===== src/rtl/wrc_pkg.sv =====
// package: constants and types for the wake-up and reset control block
package wrc_pkg;

	// ==========================================================
	// register map (byte addresses, word aligned)
	localparam logic [5:0] ADDR_START0    = 6'h00;
	localparam logic [5:0] ADDR_START1    = 6'h04;
	localparam logic [5:0] ADDR_BROWNOUT  = 6'h08;
	localparam logic [5:0] ADDR_SLEEPCFG  = 6'h0c;
	localparam logic [5:0] ADDR_WDMODE    = 6'h10;
	localparam logic [5:0] ADDR_LPCLKEN   = 6'h14;
	localparam logic [5:0] ADDR_WKTCTRL   = 6'h18;
	localparam logic [5:0] ADDR_WAKEPIN   = 6'h1c;
	localparam logic [5:0] ADDR_POWER     = 6'h20;
	localparam logic [5:0] ADDR_STATUS    = 6'h24;
	localparam logic [5:0] ADDR_CLKSEL    = 6'h28;
	localparam logic [5:0] ADDR_PERIPH    = 6'h2c;

	// ==========================================================
	// field positions
	localparam int START1_BROWNOUT = 0;
	localparam int START1_WDT      = 1;
	localparam int START1_WKT      = 2;
	localparam int START1_SER0     = 3;
	localparam int NUM_SER         = 3;
	localparam int BO_LEVEL_LSB    = 0;
	localparam int BO_INT_EN       = 2;
	localparam int BO_RST_EN       = 3;
	localparam int SLEEP_BO_PWR    = 0;
	localparam int SLEEP_LPO_PWR   = 1;
	localparam int WD_ENABLE       = 0;
	localparam int WD_RESET_EN     = 1;
	localparam int WD_INT_EN       = 2;
	localparam int WD_FED          = 3;
	localparam int WKT_LP_SEL      = 0;
	localparam int WKT_STARTED     = 1;
	localparam int NUM_PIN_INT     = 8;
	localparam int NUM_WAKE_PIN    = 8;

	// ==========================================================
	// reset values and counts
	localparam logic [31:0] RST_ZERO       = 32'h0;
	localparam logic [1:0]  RST_CLK_FRO    = 2'h0;
	localparam logic [31:0] BOOT_ADDR      = 32'h0;
	localparam int          CLK_MHZ        = 200;
	localparam int          RST_PULSE_NS   = 50;
	// shortest external reset pulse in cycles, rounded up
	localparam int          RST_PULSE_CYC  = (RST_PULSE_NS * CLK_MHZ + 999) / 1000;
	localparam logic [3:0]  RST_STRETCH    = 4'(RST_PULSE_CYC);

	typedef enum logic [1:0] {WRC_RUN, WRC_SLEEP, WRC_DEEP, WRC_DPD} wrc_mode_t;
	typedef enum {WRC_S_RESET, WRC_S_ACTIVE, WRC_S_LOW} wrc_state_t;

	// wake causes gathered into one carrier
	typedef struct packed {
		logic       pin_int;
		logic       bo_int;
		logic       bo_rst;
		logic       wd_int;
		logic       wd_rst;
		logic       self_wake_timer;
		logic       serial;
		logic       wake_pin;
	} wrc_wake_t;

endpackage


===== src/rtl/wrc_sync.sv =====
// two-stage synchroniser for the wake request
`timescale 1ns/1ps
module wrc_sync
	import wrc_pkg::*;
(
	input  wire logic clk,
	input  wire logic resetn,
	input  wire logic ce,
	input  wire logic d,
	output logic      q
);
	logic meta;

	always_ff @(posedge clk or negedge resetn)
	begin
		if (!resetn)
		begin
			meta <= 1'b0;
			q    <= 1'b0;
		end
		else if (ce)
		begin
			meta <= d;
			q    <= meta;
		end
	end
endmodule


===== src/rtl/wrc_top.sv =====
// wake-up and reset control: wake gating, reset collection, brownout, debug select
// Contract
// - sleep: any interrupt enabled in interrupt controller resumes execution
// - deep-sleep (WRC_DEEP): pin interrupt wakes if enabled in controller and start-logic 0
// - brownout interrupt wakes if enabled everywhere and detector powered in sleep
// - brownout reset wakes if reset enabled and detector powered in sleep
// - watchdog interrupt wakes if enabled, running, fed, interrupt on, oscillator powered
// - watchdog reset wakes if running, fed, reset enabled, oscillator powered
// - self-wake timer wakes if enabled, low-power clock on and selected, started
// - serial peripheral wakes only in slave mode, enabled; host supplies its clock
// - deep power-down leaves only through enabled wake pins
// - start on free-running oscillator; other clocks only once stable
// - four reset sources; any restarts oscillator and initialises flash controller
// - after resetn all registers predefined; the four reset sources preset only the clock select; fetch starts at address zero
// - brownout: one reset level, three interrupt levels, interrupt below level
// - brownout signal readable in a status register
// - one brownout level may force full chip reset
// - reset pin low selects boundary scan, high serial-wire; debug off in reset
// - boundary scan gives no processor debug access
// - deep-mode wake interrupts need wake enable and controller enable
`timescale 1ns/1ps
module wrc_top
	import wrc_pkg::*;
(
	input  wire logic        clk,
	input  wire logic        resetn,
	input  wire logic        ce,
	input  wire logic [5:0]  avs_address,
	input  wire logic        avs_read,
	input  wire logic        avs_write,
	input  wire logic [31:0] avs_writedata,
	input  wire logic [3:0]  avs_byteenable,
	output logic [31:0]      avs_readdata,
	output logic             avs_waitrequest,
	input  wire logic [1:0]  power_mode,
	input  wire logic [31:0] irq_pending,
	input  wire logic [31:0] irq_enable,
	input  wire logic [7:0]  pin_int,
	input  wire logic [2:0]  bo_below_int_level,
	input  wire logic        bo_below_rst_level,
	input  wire logic        wd_int,
	input  wire logic        wd_rst,
	input  wire logic        wkt_timeout,
	input  wire logic [2:0]  serial_int,
	input  wire logic [2:0]  serial_slave,
	input  wire logic [7:0]  wake_pin_n,
	input  wire logic        reset_pin_n,
	input  wire logic        por_n,
	input  wire logic [1:0]  clk_stable,
	output logic             wake_core,
	output logic             chip_reset,
	output logic             fro_start,
	output logic             flash_init,
	output logic [31:0]      fetch_addr,
	output logic [1:0]       clk_select,
	output logic             bo_irq,
	output logic             jtag_bscan_en,
	output logic             swd_en
);
	// ==========================================================
	// registers
	logic [7:0]  start0;
	logic [5:0]  start1;
	logic [3:0]  bo_ctrl;
	logic [1:0]  sleep_cfg;
	logic [3:0]  wd_mode;
	logic        lp_clk_en;
	logic [1:0]  wkt_ctrl;
	logic [7:0]  wake_pin_en;
	logic [1:0]  clk_req;
	logic [2:0]  periph_ie;
	logic [3:0]  rst_cause;
	logic [3:0]  rst_cnt;
	logic        acked;
	wrc_mode_t   mode;
	wrc_wake_t   cause;
	logic        wake_raw;
	logic        wake_sync;
	logic        bo_flag;
	logic        any_rst;
	logic        deep_mode;
	logic        bo_rst_live;
	logic        wd_rst_live;
	logic [3:0]  rst_set;
	logic [3:0]  rst_clr;
	logic [31:0] next_readdata;
	logic        wr;
	logic        rd;

	assign mode = wrc_mode_t'(power_mode);
	// writes land on the edge that ends the wait
	assign wr   = avs_write & acked & ce;
	assign rd   = avs_read & avs_waitrequest & ce;

	// ==========================================================
	// bus slave: one wait cycle, then answer
	always_ff @(posedge clk or negedge resetn)
	begin
		if (!resetn)
			acked <= 1'b0;
		else if (ce)
			acked <= (avs_read | avs_write) & ~acked;
	end

	always_comb
	begin
		avs_waitrequest = ~acked;
	end

	always_ff @(posedge clk or negedge resetn)
	begin
		if (!resetn)
		begin
			start0      <= 8'h00;
			start1      <= 6'h00;
			bo_ctrl     <= 4'h0;
			sleep_cfg   <= 2'h0;
			wd_mode     <= 4'h0;
			lp_clk_en   <= 1'b0;
			wkt_ctrl    <= 2'h0;
			wake_pin_en <= 8'h00;
			periph_ie   <= 3'h0;
		end
		else if (wr && chip_reset == 1'b0 && avs_byteenable[0])
		begin
			unique case (avs_address)
				ADDR_START0:   start0      <= avs_writedata[7:0];
				ADDR_START1:   start1      <= avs_writedata[5:0];
				ADDR_BROWNOUT: bo_ctrl     <= avs_writedata[3:0];
				ADDR_SLEEPCFG: sleep_cfg   <= avs_writedata[1:0];
				ADDR_WDMODE:   wd_mode     <= avs_writedata[3:0];
				ADDR_LPCLKEN:  lp_clk_en   <= avs_writedata[0];
				ADDR_WKTCTRL:  wkt_ctrl    <= avs_writedata[1:0];
				ADDR_WAKEPIN:  wake_pin_en <= avs_writedata[7:0];
				ADDR_PERIPH:   periph_ie   <= avs_writedata[2:0];
				default:       ;
			endcase
		end
	end

	always_ff @(posedge clk or negedge resetn)
	begin
		if (!resetn)
			clk_req <= RST_CLK_FRO;
		else if (ce && chip_reset)
			clk_req <= RST_CLK_FRO;
		else if (wr && avs_address == ADDR_CLKSEL && avs_byteenable[0])
			clk_req <= avs_writedata[1:0];
	end

	always_ff @(posedge clk or negedge resetn)
	begin
		if (!resetn)
			clk_select <= RST_CLK_FRO;
		else if (ce && chip_reset)
			clk_select <= RST_CLK_FRO;
		else if (ce && (clk_req == RST_CLK_FRO || clk_stable[clk_req[0]]))
			clk_select <= clk_req;
	end

	always_comb
	begin
		next_readdata = RST_ZERO;
		unique case (avs_address)
			ADDR_START0:   next_readdata[7:0] = start0;
			ADDR_START1:   next_readdata[5:0] = start1;
			ADDR_BROWNOUT: next_readdata[3:0] = bo_ctrl;
			ADDR_SLEEPCFG: next_readdata[1:0] = sleep_cfg;
			ADDR_WDMODE:   next_readdata[3:0] = wd_mode;
			ADDR_LPCLKEN:  next_readdata[0]   = lp_clk_en;
			ADDR_WKTCTRL:  next_readdata[1:0] = wkt_ctrl;
			ADDR_WAKEPIN:  next_readdata[7:0] = wake_pin_en;
			ADDR_STATUS:   next_readdata[5:0] = {rst_cause, bo_below_rst_level, bo_flag};
			ADDR_CLKSEL:   next_readdata[1:0] = clk_select;
			ADDR_PERIPH:   next_readdata[2:0] = periph_ie;
			default:       next_readdata = RST_ZERO;
		endcase
	end

	always_ff @(posedge clk or negedge resetn)
	begin
		if (!resetn)
			avs_readdata <= RST_ZERO;
		else if (rd)
			avs_readdata <= next_readdata;
	end

	// ==========================================================
	// brownout: three interrupt levels, one reset level
	// interrupt below selected level
	always_comb
	begin
		bo_flag = (bo_ctrl[1:0] != 2'h0) && bo_below_int_level[bo_ctrl[1:0] - 2'h1];
	end

	always_ff @(posedge clk or negedge resetn)
	begin
		if (!resetn)
			bo_irq <= 1'b0;
		else if (ce)
			bo_irq <= bo_flag & bo_ctrl[BO_INT_EN];
	end

	// ==========================================================
	// wake source gating
	always_comb
	begin
		cause.pin_int  = |(pin_int & start0 & irq_enable[7:0]);
		cause.bo_int   = bo_flag & start1[START1_BROWNOUT] & irq_enable[8]
			& bo_ctrl[BO_INT_EN] & sleep_cfg[SLEEP_BO_PWR];
		cause.bo_rst   = bo_below_rst_level & bo_ctrl[BO_RST_EN] & sleep_cfg[SLEEP_BO_PWR];
		cause.wd_int   = wd_int & start1[START1_WDT] & irq_enable[9] & wd_mode[WD_ENABLE]
			& wd_mode[WD_FED] & wd_mode[WD_INT_EN] & sleep_cfg[SLEEP_LPO_PWR];
		cause.wd_rst   = wd_rst & wd_mode[WD_ENABLE] & wd_mode[WD_FED]
			& wd_mode[WD_RESET_EN] & sleep_cfg[SLEEP_LPO_PWR];
		cause.self_wake_timer      = wkt_timeout & start1[START1_WKT] & irq_enable[10] & lp_clk_en
			& wkt_ctrl[WKT_LP_SEL] & wkt_ctrl[WKT_STARTED];
		cause.serial   = |(serial_int & serial_slave & periph_ie & start1[START1_SER0 +: NUM_SER]
			& irq_enable[13:11]);
		cause.wake_pin = |(~wake_pin_n & wake_pin_en);
	end

	always_comb
	begin
		unique case (mode)
			WRC_RUN:   wake_raw = 1'b0;
			WRC_SLEEP: wake_raw = |(irq_pending & irq_enable);
			WRC_DEEP:  wake_raw = cause.pin_int | cause.bo_int | cause.bo_rst | cause.wd_int
				| cause.wd_rst | cause.self_wake_timer | cause.serial;
			WRC_DPD:   wake_raw = cause.wake_pin;
		endcase
	end

	wrc_sync u_sync (
		.clk    (clk),
		.resetn (resetn),
		.ce     (ce),
		.d      (wake_raw),
		.q      (wake_sync)
	);

	always_ff @(posedge clk or negedge resetn)
	begin
		if (!resetn)
			wake_core <= 1'b0;
		else if (ce)
			wake_core <= wake_sync;
	end

	// ==========================================================
	// reset collection
	// four reset sources
	// deep modes: only powered detectors reset
	always_comb
	begin
		deep_mode   = (mode == WRC_DEEP) || (mode == WRC_DPD);
		bo_rst_live = bo_below_rst_level & bo_ctrl[BO_RST_EN]
			& (~deep_mode | sleep_cfg[SLEEP_BO_PWR]);
		wd_rst_live = wd_rst & wd_mode[WD_ENABLE] & wd_mode[WD_RESET_EN]
			& (~deep_mode | sleep_cfg[SLEEP_LPO_PWR]);
		rst_set     = {bo_rst_live, ~por_n, wd_rst_live, ~reset_pin_n};
		rst_clr     = (wr && avs_address == ADDR_STATUS) ? avs_writedata[5:2] : 4'h0;
		any_rst     = |rst_set;
	end

	// a new cause wins over a clear in the same cycle
	always_ff @(posedge clk or negedge resetn)
	begin
		if (!resetn)
			rst_cause <= 4'h0;
		else if (ce)
			rst_cause <= (rst_cause & ~rst_clr) | rst_set;
	end

	// stretch, then release; fetch address held at zero
	always_ff @(posedge clk or negedge resetn)
	begin
		if (!resetn)
			rst_cnt <= RST_STRETCH;
		else if (ce && any_rst)
			rst_cnt <= RST_STRETCH;
		else if (ce && rst_cnt != 4'h0)
			rst_cnt <= rst_cnt - 4'h1;
	end

	always_ff @(posedge clk or negedge resetn)
	begin
		if (!resetn)
		begin
			chip_reset <= 1'b1;
			fro_start  <= 1'b1;
			flash_init <= 1'b1;
			fetch_addr <= BOOT_ADDR;
		end
		else if (ce)
		begin
			chip_reset <= any_rst | (rst_cnt != 4'h0);
			fro_start  <= any_rst | fro_start & (rst_cnt != 4'h0);
			flash_init <= any_rst;
			fetch_addr <= BOOT_ADDR;
		end
	end

	// ==========================================================
	// debug selection
	// pin level selects test port
	always_ff @(posedge clk or negedge resetn)
	begin
		if (!resetn)
		begin
			jtag_bscan_en <= 1'b0;
			swd_en        <= 1'b0;
		end
		else if (ce)
		begin
			jtag_bscan_en <= ~reset_pin_n;
			swd_en        <= reset_pin_n & ~any_rst & ~chip_reset;
		end
	end
endmodule

===== config.mk =====
export PLATFORM = sky130hd
export DESIGN_NAME = wrc_top
export DESIGN_NICKNAME = d
export VERILOG_FILES = /design/src/rtl/wrc_pkg.sv /design/src/rtl/wrc_sync.sv /design/src/rtl/wrc_top.sv
export SDC_FILE = /design/constraint.sdc
export NUM_CORES = 1
export LEC_CHECK = 0
export ABC_AREA = 1
export BUFFER_PORTS_ARGS = -buffer_cell sky130_fd_sc_hd__buf_2
export CORE_ASPECT_RATIO = 0.9
export CORE_MARGIN = 3
export CORE_UTILIZATION = 23
export CTS_BUF_LIST = sky130_fd_sc_hd__clkbuf_4 sky130_fd_sc_hd__clkbuf_8
export CTS_CLUSTER_SIZE = 24
export DETAILED_ROUTE_END_ITERATION = 8
export GPL_TIMING_DRIVEN = 0
export PLACE_DENSITY = 0.51
export SLEW_MARGIN = 15
export SYNTH_ARGS = -nofsm -noshare
export SYNTH_HDL_FRONTEND = slang
export SYNTH_HIERARCHICAL = 1
export SYNTH_SLANG_ARGS = --single-unit
export TNS_END_PERCENT = 50

===== constraint.sdc =====
create_clock -name clk -period 3.9 [get_ports clk]
set_input_delay 0.195 -clock clk [delete_from_list [all_inputs] [get_ports clk]]
set_output_delay 0.195 -clock clk [all_outputs]
set_load 0.02 [all_outputs]

## After elaboration in Yosys (flattened, before gate mapping)

Index checks and enable logic that the tools add are counted.

- Register bits: 68
- Logic and storage cells: 155
- ROM bits: 0
- Output and inout port bits: 74
- Input port bits: 146
- Bits in writable memories: 0
- Memories kept: 0
- Latch bits: 0

- Shifts and indexed selects: 0
- Reductions and logical operators: 34
- Div/mod/pow operators: 0
- Equal/unequal tests: 13
- Muxes and demuxes: 18
- Order comparisons: 2
- Bitwise logic cells: 62
- Multiply operators: 0
- Add/subtract/negate cells: 2

Operators by type and width:

| operator | number |
|---|---|
| $and 1x1->1 | 33 |
| $and 32x32->32 | 1 |
| $reduce_or 32->1 | 1 |
| $and 8x8->8 | 3 |
| $eq 6x5->1 const B | 4 |
| $eq 6x6->1 const B | 3 |
| $reduce_and 2->1 | 9 |
| $reduce_or 8->1 | 2 |
| $and 3x3->3 | 4 |
| $eq 6x4->1 const B | 2 |
| $mux 4 | 3 |
| $or 1x1->1 | 11 |
| $pmux 1 s11 | 1 |
| $logic_and 1x1->1 | 10 |
| $pmux 1 s10 | 1 |
| $mux 2 | 4 |
| $not 8->8 | 1 |
| $pmux 2 s4 | 1 |
| $reduce_bool 2->1 | 4 |
| $pmux 1 s7 | 1 |
| $eq 6x3->1 const B | 1 |
| $logic_not 6->1 | 1 |
| $not 1->1 | 6 |
| $pmux 1 s6 | 1 |
| 18 further kinds | 23 |

## Logic depth before layout (Yosys ltp)

Gate-level depths: netlist (run 1).

- Depth after elaboration: 15
- Gate-level depth with buffers: 14

## Cells and area by module

The synthesis (run 1) kept the hierarchy.

By module, submodules not included:

| module | cells each | times used | seq. area each (um2) | area each (um2) |
|---|---|---|---|---|
| wrc_top | 528 | 1 | 1657.8 | 4031.4 |
| wrc_sync | 9 | 1 | 50.0 | 76.3 |

## Worst setup path before layout (run 1)

No wires, ideal clock.

- Path kind: register -> register
- From: register bo_ctrl[0]
- To: register u_sync.meta
- Stages on the path, launching flop included: 15
- Arrival: 1.310 ns
- Buffers on the path: 0
- Period minus slack after synthesis: 1.426 ns
- Setup time: 0.116 ns
- Path slack: 2.474 ns
- Path through: dfrtp_1 -> inv_1 -> ha_1 -> inv_1 -> nand2_1 -> nand3_1 -> nand2_1 -> nand4_1 -> nand2_1 -> nand2_1 -> nand2_1 -> nand2_1 -> nand2_1 -> nand2_1 -> nand2_1

- Longest elaborated chain between the ends: 15
- Elaborated cells on any way between the ends: 16

RTL lines:

| item | line | source |
|---|---|---|
| from (decl) | wrc_top.sv:64 | `logic [3:0] bo_ctrl;` |
| from (signal assigned) | wrc_top.sv:129 | `ADDR_BROWNOUT: bo_ctrl <= avs_writedata[3:0];` |
| $sub 2x1->2 | wrc_top.sv:193 | `bo_flag = (bo_ctrl[1:0] != 2'h0) && bo_below_int_level[bo_ctrl[1:0] - 2'h1];` |
| $bmux 1 s2 | wrc_top.sv:193 |  |
| $mux 1 (implied by the code) | wrc_top.sv:193 |  |
| $logic_and 1x1->1 * | wrc_top.sv:193 |  |
| $and 1x1->1 * (2 in a row) | wrc_top.sv:209 | `cause.bo_int = bo_flag & start1[START1_BROWNOUT] & irq_enable[8]` |
| $and 1x1->1 * (2 in a row) | wrc_top.sv:210 | `& bo_ctrl[BO_INT_EN] & sleep_cfg[SLEEP_BO_PWR];` |
| $or 1x1->1 * (3 in a row) | wrc_top.sv:228 | `WRC_DEEP: wake_raw = cause.pin_int \| cause.bo_int \| cause.bo_rst \| cause.wd_int` |
| $or 1x1->1 * (3 in a row) | wrc_top.sv:229 | `\| cause.wd_rst \| cause.self_wake_timer \| cause.serial;` |
| $pmux 1 s4 * | wrc_top.sv:225 | `unique case (mode)` |
| named net wake_raw | wrc_top.sv:77 | `logic wake_raw;` |
| to (signal assigned) | wrc_sync.sv:18 | `meta <= 1'b0;` |
| to (signal assigned) | wrc_sync.sv:23 | `meta <= d;` |
| to (decl) | wrc_sync.sv:12 | `logic meta;` |

Mark *: on every way through the listed nets, which the timed path passes. The rest lies on a longest branch. The select of a mux whose other input is x is not followed.
A chain may end at the register's enable or synchronous reset.

## Worst setup path in the final report (run 1)

Ends and elaborated chain as after synthesis.

==> results_dict.tcl, run 1 <==
set metrics [dict create \
    hold_class "primary input to flip-flop" \
    row_count 45 \
    crit_top_cell "nand2_1" \
    synthCells 537 \
    cts_tree "done" \
    synth.avg_cell_area_um2 7.65 \
    leakagePower_nw 2.99 \
    skew_ps 12.6 \
    layout-drive-gt1-share_pct 33.8 \
    grt_max_degree 55 \
    holdWs_ps 38.8 \
    worstPathArrival_ps 1920 \
    clk_pin_slew_ps 80 \
    gp_congestion 0.829 \
    synth_top_area_share_pct 38.4 \
    area_delta_synth_final_pct 34.4 \
    total_power_mw 1.61 \
    synth_edf_count 0 \
    gr-total-overflow 0 \
    final_core_util_pct 32.1 \
    grt_antenna_before_repair 0 \
    yosys_warnings 6 \
    seqPwrFrac_pct 46.3 \
    multi_input_area_um2 1990 \
    drcViolationCount 0 \
    combPwrFrac_pct 18.9 \
    fin_nets 889 \
    grt_pass1_wl_um 21000 \
    r2r_start "bo_ctrl[0]$_DFFE_PN0P_" \
    max_cap_viol_count 0 \
    die_w_um 147 \
    clockBufferDepth 2 \
    cpMaxStageDelayCell "dfrtp_1" \
    rsz0062_at_grt "no" \
    end_kind "flip-flop" \
    syn_area_um2 4110 \
    post_cts_resized 0 \
    status "complete, no violations" \
    crit_chain "inv_1 > ha_1 > inv_1 > nand2_1 > nand3_1 > nand2_1 > nand4_1 > nand2_1 > nand2_1 > nand2_1 > nand2_1 > nand2_1 > nand2_1 > nand2_1" \
    cts_inserted_buffers 9 \
    intPower_mw 1.13 \
    max_stage_delay_ps 400 \
    register_area_um2 1710 \
    path_class "flip-flop to flip-flop" \
    synth-seq-cells 68 \
    hp-start "por_n" \
    fmax_mhz 603 \
    grt_pass1_vias 4018 \
    clock-sinks 68 \
    crit_path_start_kind "flip-flop" \
    synth_ff_type "dfrtp_1" \
    hpwlAfterDp_um 10800 \
    clock_latency_ps 360 \
    crit_fanout 4 \
    fin_crit_sh_pct 42.5 \
    finalHoldViolations 0 \
    yosysTopAreaCell "dfrtp_1" \
    fin_crit_ps 1660 \
    drt_pass1_iterations 4 \
    die_area_um2 19500 \
    drt_iter0_markers 199 \
    start_util_pct 23.9 \
    ir_drop_mv 0.151 \
    fin_area_um2 5520 \
    h-tree-depth 3 \
    fin_setup_tns_ps 0 \
    p_switching_mw 0.474 \
    ys_seq_area_share_pct 41.6 \
    dpl_cell_area_um2 5320 \
    final_max_slew_viol_count 0 \
    grt_use_total_pct 13.6 \
    design.core.area_um2 17200 \
    port_buffers 136 \
    synth_area_leaders "dfrtp_1, nand2_1, buf_4" \
    synth.distinct_cells 34 \
    num_vias 3909 \
    p_clk_share_pct 34.7 \
    die_h_um 133 \
    ant_nets 0 \
    required_ps 4160 \
    nFillCells 1883 \
    startpoint "bo_ctrl[0]$_DFFE_PN0P_" \
    avgRoutedWirePerCell_um 13.4 \
    powerDensity_nw_per_um2 292 \
    finalSetupViolCount 0 \
    pin_count 220 \
    wl_um 13200 \
    synthArstFlopShare_pct 100 \
    viasPerCell 3.98 \
    cts-root-buf "clkbuf_8" \
    p_sw_share_pct 29.5 \
]
worst max-delay path, delay by kind of cell, from the launching register on:
family | cells | cell delay, ps
fa+ha+maj | 1 | 320
buf+inv | 2 | 130
flops | 1 | 400
simple gates | 11 | 690
layout by cell type (no fill, tap or decap), drive strengths merged:
cell type,count
buf,197
nand2,194
dfrtp,63
conb,56
o21ai,56
inv,41
nand3,37
nor2,34
nand4,17
clkbuf,14
a21oi,8
dfstp,5
o211ai,4
nor3,2
o21bai,2
xor2,2
a22oi,2
ha,2
clkinv,2
diode,1
nand3b,1
o22ai,1
a31oi,1
o221ai,1
o31ai,1
o22a,1
clkinvlp,1
dlygate4sd3,1
stage by stage:
| step | instances | setup slack (ps) |
|---|---|---|
| after floorplan | 592 | 2470 |
| after global placement | 963 | 2170 |
| after detailed placement | 964 | 2190 |
| after CTS | 981 | 2190 |
| after global routing | 981 | 1980 |
| final | 982 | 2240 |
cells in the mapped netlist (3+ instances only):
cell type / number
nand2_1: 184
dfrtp_1: 63
buf_4: 57
inv_1: 40
nand3_1: 36
o21ai_0: 34
nor2_1: 26
nand4_1: 17
o21ai_2: 14
a21oi_1: 8
nand2_2: 8
o21ai_1: 8
dfstp_2: 5
nor2_4: 5
o211ai_1: 4
buf_6: 3
layer usage:
layer	track usage, %	part of all wire, %	vias up
met1	18.1	46	1763
met2	22.7	49	86
met4	2.82	0.65	0
met3	3.05	4.5	8
met5	0	0	-
li1	-	-	2052
cells by family after synthesis:
| group | count (synthesis) | synth area share, % |
|---|---|---|
| compound gates | 77 | 11.5 |
| fa+ha+maj | 2 | 0.609 |
| other cells | 1 | 0.0913 |
| xor+xnor | 2 | 0.427 |
| flops | 68 | 41.6 |
| simple gates | 285 | 30.8 |
| buf+inv | 102 | 15.1 |
repair_timing:
action,in CTS,in global routing
buffers inserted,0,0
hold buffers,1,0
endpoints found under the hold margin,14,0
sequential cells by signal, indices dropped and copies added, names as in the netlist, 2 cells and up:
signal	flops
avs_readdata	8
bo_ctrl	4
clk_req	2
clk_select	2
periph_ie	3
rst_cause	4
rst_cnt	4
sleep_cfg	2
start0	8
start1	6
wake_pin_en	8
wd_mode	4
wkt_ctrl	2
worst paths after layout:
check / endpoint / slack, ps / cells past startpoint
worst max register to register: u_sync/meta$_DFFE_PN0P_ / 2240 / 14
min in group asynchronous: clk_req[1]$_DFFE_PN0P_ / 240 / 2
worst max-delay path: u_sync/meta$_DFFE_PN0P_ / 2240 / 14
max in group asynchronous: flash_init$_DFFE_PN1P_ / 3060 / 3
worst min-delay path: rst_cause[2]$_DFFE_PN0P_ / 40 / 2
worst min register to register: fro_start$_DFFE_PN1P_ / 470 / 2
power groups by stage:
stage | combinational, mW | clock (mW) | sequential, mW
floorplan | 0.173 | 0 | 0.768
global placement | 0.300 | 0 | 0.759
detailed placement | 0.305 | 0 | 0.759
CTS | 0.306 | 0.577 | 0.745
global route | 0.341 | 0.609 | 0.749
finish | 0.304 | 0.559 | 0.746
cell type report:
class | instances | area share [%]
antenna | 1 | 0.0453
buffer | 61 | 8.43
clock buffer | 13 | 3.02
clock inverter | 3 | 0.385
inverter | 41 | 2.79
multi-input combinational | 422 | 36.0
sequential | 68 | 30.9
tap | 235 | 5.33
timing repair buffer | 138 | 13.1
(Power assumes the default switching activity.)
==> run 2, diff against run 1 <==
PLACE_DENSITY = 0.52   (was 0.51)
clock period = 1.4 ns   (was 3.9 ns; I/O delays follow)
==> results_dict.tcl, run 2 (same netlist as run 1, synthesis figures left out) <==
set metrics [dict create \
    crit_fanout 3 \
    pin_count 220 \
    p_clk_share_pct 36.7 \
    fin_ws_ps -132 \
    leakagePower_nw 3.10 \
    ant_nets 0 \
    clock_latency_ps 360 \
    die_h_um 133 \
    drcViolationCount 0 \
    start_util_pct 23.9 \
    wl_um 13500 \
    grt_pass1_vias 3951 \
    finalHoldViolations 0 \
    intPower_mw 3.34 \
    row_count 45 \
    finalSetupViolCount 2 \
    status "finished with violations" \
    worstPathArrival_ps 1840 \
    gp_congestion 0.860 \
    place_worst_setup_slack_ps -237 \
    hpwlAfterDp_um 10700 \
    cts_inserted_buffers 9 \
    port_buffers 136 \
    powerDensity_nw_per_um2 815 \
    skew_ps 13.7 \
    clk_pin_slew_ps 80 \
    violations "setup timing" \
    area_delta_synth_final_pct 41.5 \
    avgRoutedWirePerCell_um 13.4 \
    max_cap_viol_count 0 \
    drt_iter0_markers 189 \
    layout.cells.non_filler 1001 \
    diodes 0 \
    cts-root-buf "clkbuf_8" \
    seqPwrFrac_pct 44.0 \
    dp.cells 964 \
    hold_class "primary input to flip-flop" \
    grt_pass1_wl_um 20900 \
    grt_antenna_before_repair 0 \
    num_vias 4002 \
    p_switching_mw 1.39 \
    final_cell_mix "nand2_1, buf_2, buf_4, dfrtp_1, conb_1" \
    cts_tree "done" \
    layout_commonest_cell "nand2_1" \
    fmax_mhz 653 \
    required_ps 1710 \
    clock-sinks 68 \
    combPwrFrac_pct 19.3 \
    fin_crit_ps 1530 \
    ir_drop_mv 0.471 \
    grt_use_total_pct 13.6 \
    grt_max_degree 47 \
    crit_path_start_kind "flip-flop" \
    p_sw_share_pct 29.4 \
    top_regs "avs_readdata x8, start0 x8, wake_pin_en x8" \
    drt_pass1_iterations 4 \
    rsz0062_at_grt "yes" \
    path_class "flip-flop to flip-flop" \
    nFillCells 1856 \
    clockBufferDepth 2 \
    h-tree-depth 3 \
    fin_crit_sh_pct 109 \
    die_w_um 147 \
    gr-total-overflow 0 \
    final_max_slew_viol_count 0 \
    end_kind "flip-flop" \
    design.core.area_um2 17200 \
    die_area_um2 19500 \
    viasPerCell 4.00 \
    layout-drive-gt1-share_pct 37.1 \
    fin_nets 909 \
]
run 2: changes by cell type in the layout (fill, tap and decap cells not counted), moves of 3 or more:
cell           delta
nand2_2           +7
nand3_1           -3
buf_4             +9
dlygate4sd3_1    +10
inv_2             +5
nand2_1           -9
inv_1             -6
run 2: worst max-delay path, stage by stage (launching register included):
cell and delay, ps:
dfrtp_1 370, inv_2 60, ha_4 270, inv_2 30, nand2_2 50, nand3_2 60, nand2_2 80, nand4_1 110
nand2_1 90, nand2_1 50, nand2_1 60, nand2_1 50, nand2_2 90, nand2_2 50, nand2_2 50
run 2: per-stage QoR:
stage	hold WS [ps]	power (mW)	utilization, %	area (um^2)	TNS (ps)
floorplan	-226	2.62	-	4330	0
global placement	271	2.95	30.9	5300	-11750
detailed placement	3.87	2.97	31.0	5330	-516
CTS	68.1	4.75	33.2	5700	-231
global route	82.1	4.96	33.8	5810	-456
finish	85.3	4.74	33.8	5810	-145
run 2: layout make-up:
cell class / instances / area [um^2] / area share (%)
multi-input combinational: 423 / 2080 / 35.9
timing repair buffer: 157 / 888 / 15.3
sequential: 68 / 1710 / 29.4
clock inverter: 5 / 60.1 / 1.03
tap: 235 / 294 / 5.06
clock buffer: 11 / 151 / 2.61
buffer: 61 / 469 / 8.07
inverter: 41 / 156 / 2.69
run 2: power by group through the flow:
stage | sequential (mW) | clock [mW] | combinational (mW)
global route | 2.09 | 1.86 | 1.01
CTS | 2.08 | 1.78 | 0.890
floorplan | 2.14 | 0 | 0.481
finish | 2.08 | 1.74 | 0.913
global placement | 2.12 | 0 | 0.834
detailed placement | 2.12 | 0 | 0.849
run 2: metal layers:
metal  GRT usage (%)  wire length [um]
met1            18.3              6150
met2            22.3              6530
met3            2.91               637
met5               0                 0
met4            3.13               135
run 2: worst paths after layout:
| check | start | endpoint | slack, ps | cells after the start |
|---|---|---|---|---|
| worst max-delay path | bo_ctrl[0]$_DFFE_PN0P_ | u_sync/meta$_DFFE_PN0P_ | -130 | 14 |
| worst min-delay path | avs_writedata[5] | start0[5]$_DFFE_PN0P_ | 90 | 3 |
| worst max register to register | bo_ctrl[0]$_DFFE_PN0P_ | u_sync/meta$_DFFE_PN0P_ | -130 | 14 |
| worst min register to register | flash_init$_DFFE_PN1P_ | flash_init$_DFFE_PN1P_ | 470 | 2 |
| max in group asynchronous | resetn | fro_start$_DFFE_PN1P_ | 680 | 3 |
| min in group asynchronous | resetn | jtag_bscan_en$_DFFE_PN0P_ | 140 | 2 |
run 2: timing repair:
| action | CTS | global route |
|---|---|---|
| gates resized for setup | 11 | 16 |
| pin swaps | 8 | 10 |
| setup buffers | 2 | 7 |
| endpoints found under the hold margin | 78 | 0 |
| setup endpoints to repair | 15 | 34 |
| cloned | 1 | 0 |
| hold buffers | 11 | 0 |
==> run 3, diff against run 2 <==
--- a/config.mk
+++ b/config.mk
@@ -19,5 +19,4 @@
 export SYNTH_ARGS = -nofsm -noshare
 export SYNTH_HDL_FRONTEND = slang
-export SYNTH_HIERARCHICAL = 1
 export SYNTH_SLANG_ARGS = --single-unit
 export TNS_END_PERCENT = 50
==> constraint.sdc (replaced) <==
create_clock -name clk -period 1.4 [get_ports clk]
set_input_delay 0 -clock clk [delete_from_list [all_inputs] [get_ports clk]]
set_output_delay 0 -clock clk [all_outputs]
set_load 0.02 [all_outputs]
==> results_dict.tcl, run 3 <==
set metrics [dict create \
    status "finished with violations" \
    violations "setup timing" \
    synth_top_area_share_pct 38.3 \
    max_cap_viol_count 0 \
    area_delta_synth_final_pct 47.0 \
    synth_compound_gate_area_share_pct 14.2 \
    clockBufferDepth 2 \
    fin_crit_ps 1500 \
    grt_max_degree 52 \
    h-tree-depth 3 \
    pin_count 220 \
    cts-root-buf "clkbuf_8" \
    grt_use_total_pct 13.6 \
    fin_area_um2 6050 \
    nFillCells 1866 \
    gp_congestion 0.786 \
    r2r-end "u_sync.meta$_DFFE_PN0P_" \
    final_max_slew_viol_count 0 \
    required_ps 1690 \
    row_count 45 \
    synth_ff_type "dfrtp_1" \
    drt_pass1_iterations 4 \
    cts_tree "done" \
    dpl_cell_area_um2 5330 \
    drcViolationCount 0 \
    synthCells 531 \
    fin_crit_sh_pct 107 \
    start_util_pct 23.9 \
    die_w_um 147 \
    clock-sinks 68 \
    skew_ps 8.98 \
    synth.avg_cell_area_um2 7.76 \
    design.core.area_um2 17200 \
    clk_pin_slew_ps 80 \
    layout_commonest_cell "nand2_1" \
    port_buffers 136 \
    final_cell_mix "nand2_1, buf_2, buf_4, dfrtp_1, conb_1" \
    path_class "flip-flop to flip-flop" \
    synth.distinct_cells 40 \
    diodes 0 \
    worstPathArrival_ps 1800 \
    synth_xor_area_share_pct 0.213 \
    drt_iter0_markers 228 \
    grt_pass1_wl_um 21000 \
    finalSetupViolCount 3 \
    avgRoutedWirePerCell_um 13.8 \
    crit_path_start_kind "flip-flop" \
    yosysMostFrequentCell "nand2_1" \
    synth_top_family_by_area "simple AND/OR/NAND/NOR gates" \
    finalHoldViolations 0 \
    ys_seq_area_share_pct 41.5 \
    synth_fa_ha_area_share_pct 0.608 \
    rsz0062_at_grt "yes" \
    num_vias 4057 \
    ir_drop_mv 0.588 \
    powerDensity_nw_per_um2 823 \
    ys_top_cells_by_count "nand2_1, dfrtp_1, buf_4" \
    synthArstFlopShare_pct 100 \
    final_core_util_pct 35.1 \
    syn_area_um2 4120 \
    synth_area_leaders "dfrtp_1, nand2_1, buf_4" \
    synth.mux.area_fraction_pct 0 \
    min_delay_path_depth 3 \
    worst-r2r-cell-count 14 \
    grt_pass1_vias 3911 \
    yosys_warnings 0 \
    die_h_um 133 \
    ant_nets 0 \
    gr-total-overflow 0 \
    crit_fanout 3 \
    hp-start "avs_writedata[4]" \
    fmax_mhz 665 \
    hold_class "primary input to flip-flop" \
    r2r_start "bo_ctrl[0]$_DFFE_PN0P_" \
    leakagePower_nw 3.17 \
    hpwlAfterDp_um 10600 \
    synth-seq-cells 68 \
    top_regs "avs_readdata x8, start0 x8, wake_pin_en x8" \
    synth_edf_count 0 \
    cts_inserted_buffers 9 \
    viasPerCell 4.02 \
    clock_latency_ps 350 \
    place_worst_setup_slack_ps -333 \
    wl_um 13900 \
    fin_ws_ps -103 \
    layout-drive-gt1-share_pct 39.2 \
    yosysTopAreaCell "dfrtp_1" \
    min_to "wake_pin_en[4]$_DFFE_PN0P_" \
    grt_antenna_before_repair 0 \
    fin_nets 918 \
    synth-simple-area-share_pct 28.3 \
    rrSetupSlack_ps -100 \
    end_kind "flip-flop" \
    die_area_um2 19600 \
]
==> run 3: changes by cell type in the layout (fill, tap and decap cells not counted), moves of 4 or more <==
cell	before	now
nand2_2	15	8
a22o_1	0	4
a22oi_1	2	6
nand3_1	33	29
nand2_1	175	159
nand4_1	17	8
nand3_2	3	7
buf_4	67	77
==> run 3: kinds of logic after synthesis <==
logic type | Yosys count
other cells | 1
flops | 68
compound gates | 93
xor+xnor | 1
simple gates | 262
fa+ha+maj | 2
buf+inv | 104
==> run 3: stage by stage <==
stage,hold slack (ps),TNS (ps),total power [mW],std cells
final,16.8,-207,4.98,1010
after global routing,22.3,-1190,5.22,1010
after CTS,12.3,-228,4.95,996
after detailed placement,-92.2,-1780,3.01,958
after global placement,200,-9860,3.00,957
after floorplan,-296,-12.6,2.65,586
==> run 3: metal layers <==
metal | wire (um) | track usage (%)
met2 | 6660 | 22.0
met1 | 6390 | 18.8
met3 | 729 | 3.32
met4 | 120 | 2.12
met5 | 0 | 0
==> run 3: timing repair <==
action                     CTS  global route
resized for setup           21            25
pin swaps                    6            16
hold endpoints to repair    73             0
hold buffers                 9             0
cloned                       0             2
buffers inserted            13            14
setup endpoints to repair   16            46
==> run 3: power breakdown <==
group / leakage (nW) / switching, mW / total [mW] / internal (mW)
logic: 2.15 / 0.578 / 1.04 / 0.465
registers: 0.909 / 0.0560 / 2.10 / 2.05
clock network: 0.116 / 0.775 / 1.84 / 1.06
total: 3.17 / 1.41 / 4.98 / 3.57
==> run 3: cell type report <==
cell class	count	area [um^2]	share of cell area (%)
Sequential cell	68	1710	28.2
Clock buffer	11	145	2.40
Multi-Input combinational cell	414	2120	35.0
Buffer	61	480	7.94
Timing Repair Buffer	173	1070	17.6
Inverter	43	164	2.71
Clock inverter	5	75.1	1.24
Tap cell	235	294	4.86
==> run 3: worst max-delay path: stages (launching register included) <==
cell and delay, ps:
dfrtp_1 370, inv_2 60, ha_4 270, inv_2 40, nand2_2 60, nand3_2 60, nand2_2 80, nand4_1 90
nand2_1 80, nand2_1 60, nand2_1 60, nand2_1 50, nand2_2 70, nand2_1 50, nand2_1 50
==> run 3: worst max path at each step <==
stage	startpoint	endpoint	cells past startpoint
global placement	acked$_DFFE_PN0P_	avs_readdata[2]$_DFFE_PN0P_	5
finish	bo_ctrl[0]$_DFFE_PN0P_	u_sync.meta$_DFFE_PN0P_	14
global route	bo_ctrl[0]$_DFFE_PN0P_	u_sync.meta$_DFFE_PN0P_	14
floorplan	rst_cnt[1]$_DFFE_PN1P_	rst_cnt[2]$_DFFE_PN0P_	8
CTS	bo_ctrl[0]$_DFFE_PN0P_	u_sync.meta$_DFFE_PN0P_	14
detailed placement	acked$_DFFE_PN0P_	avs_readdata[2]$_DFFE_PN0P_	5
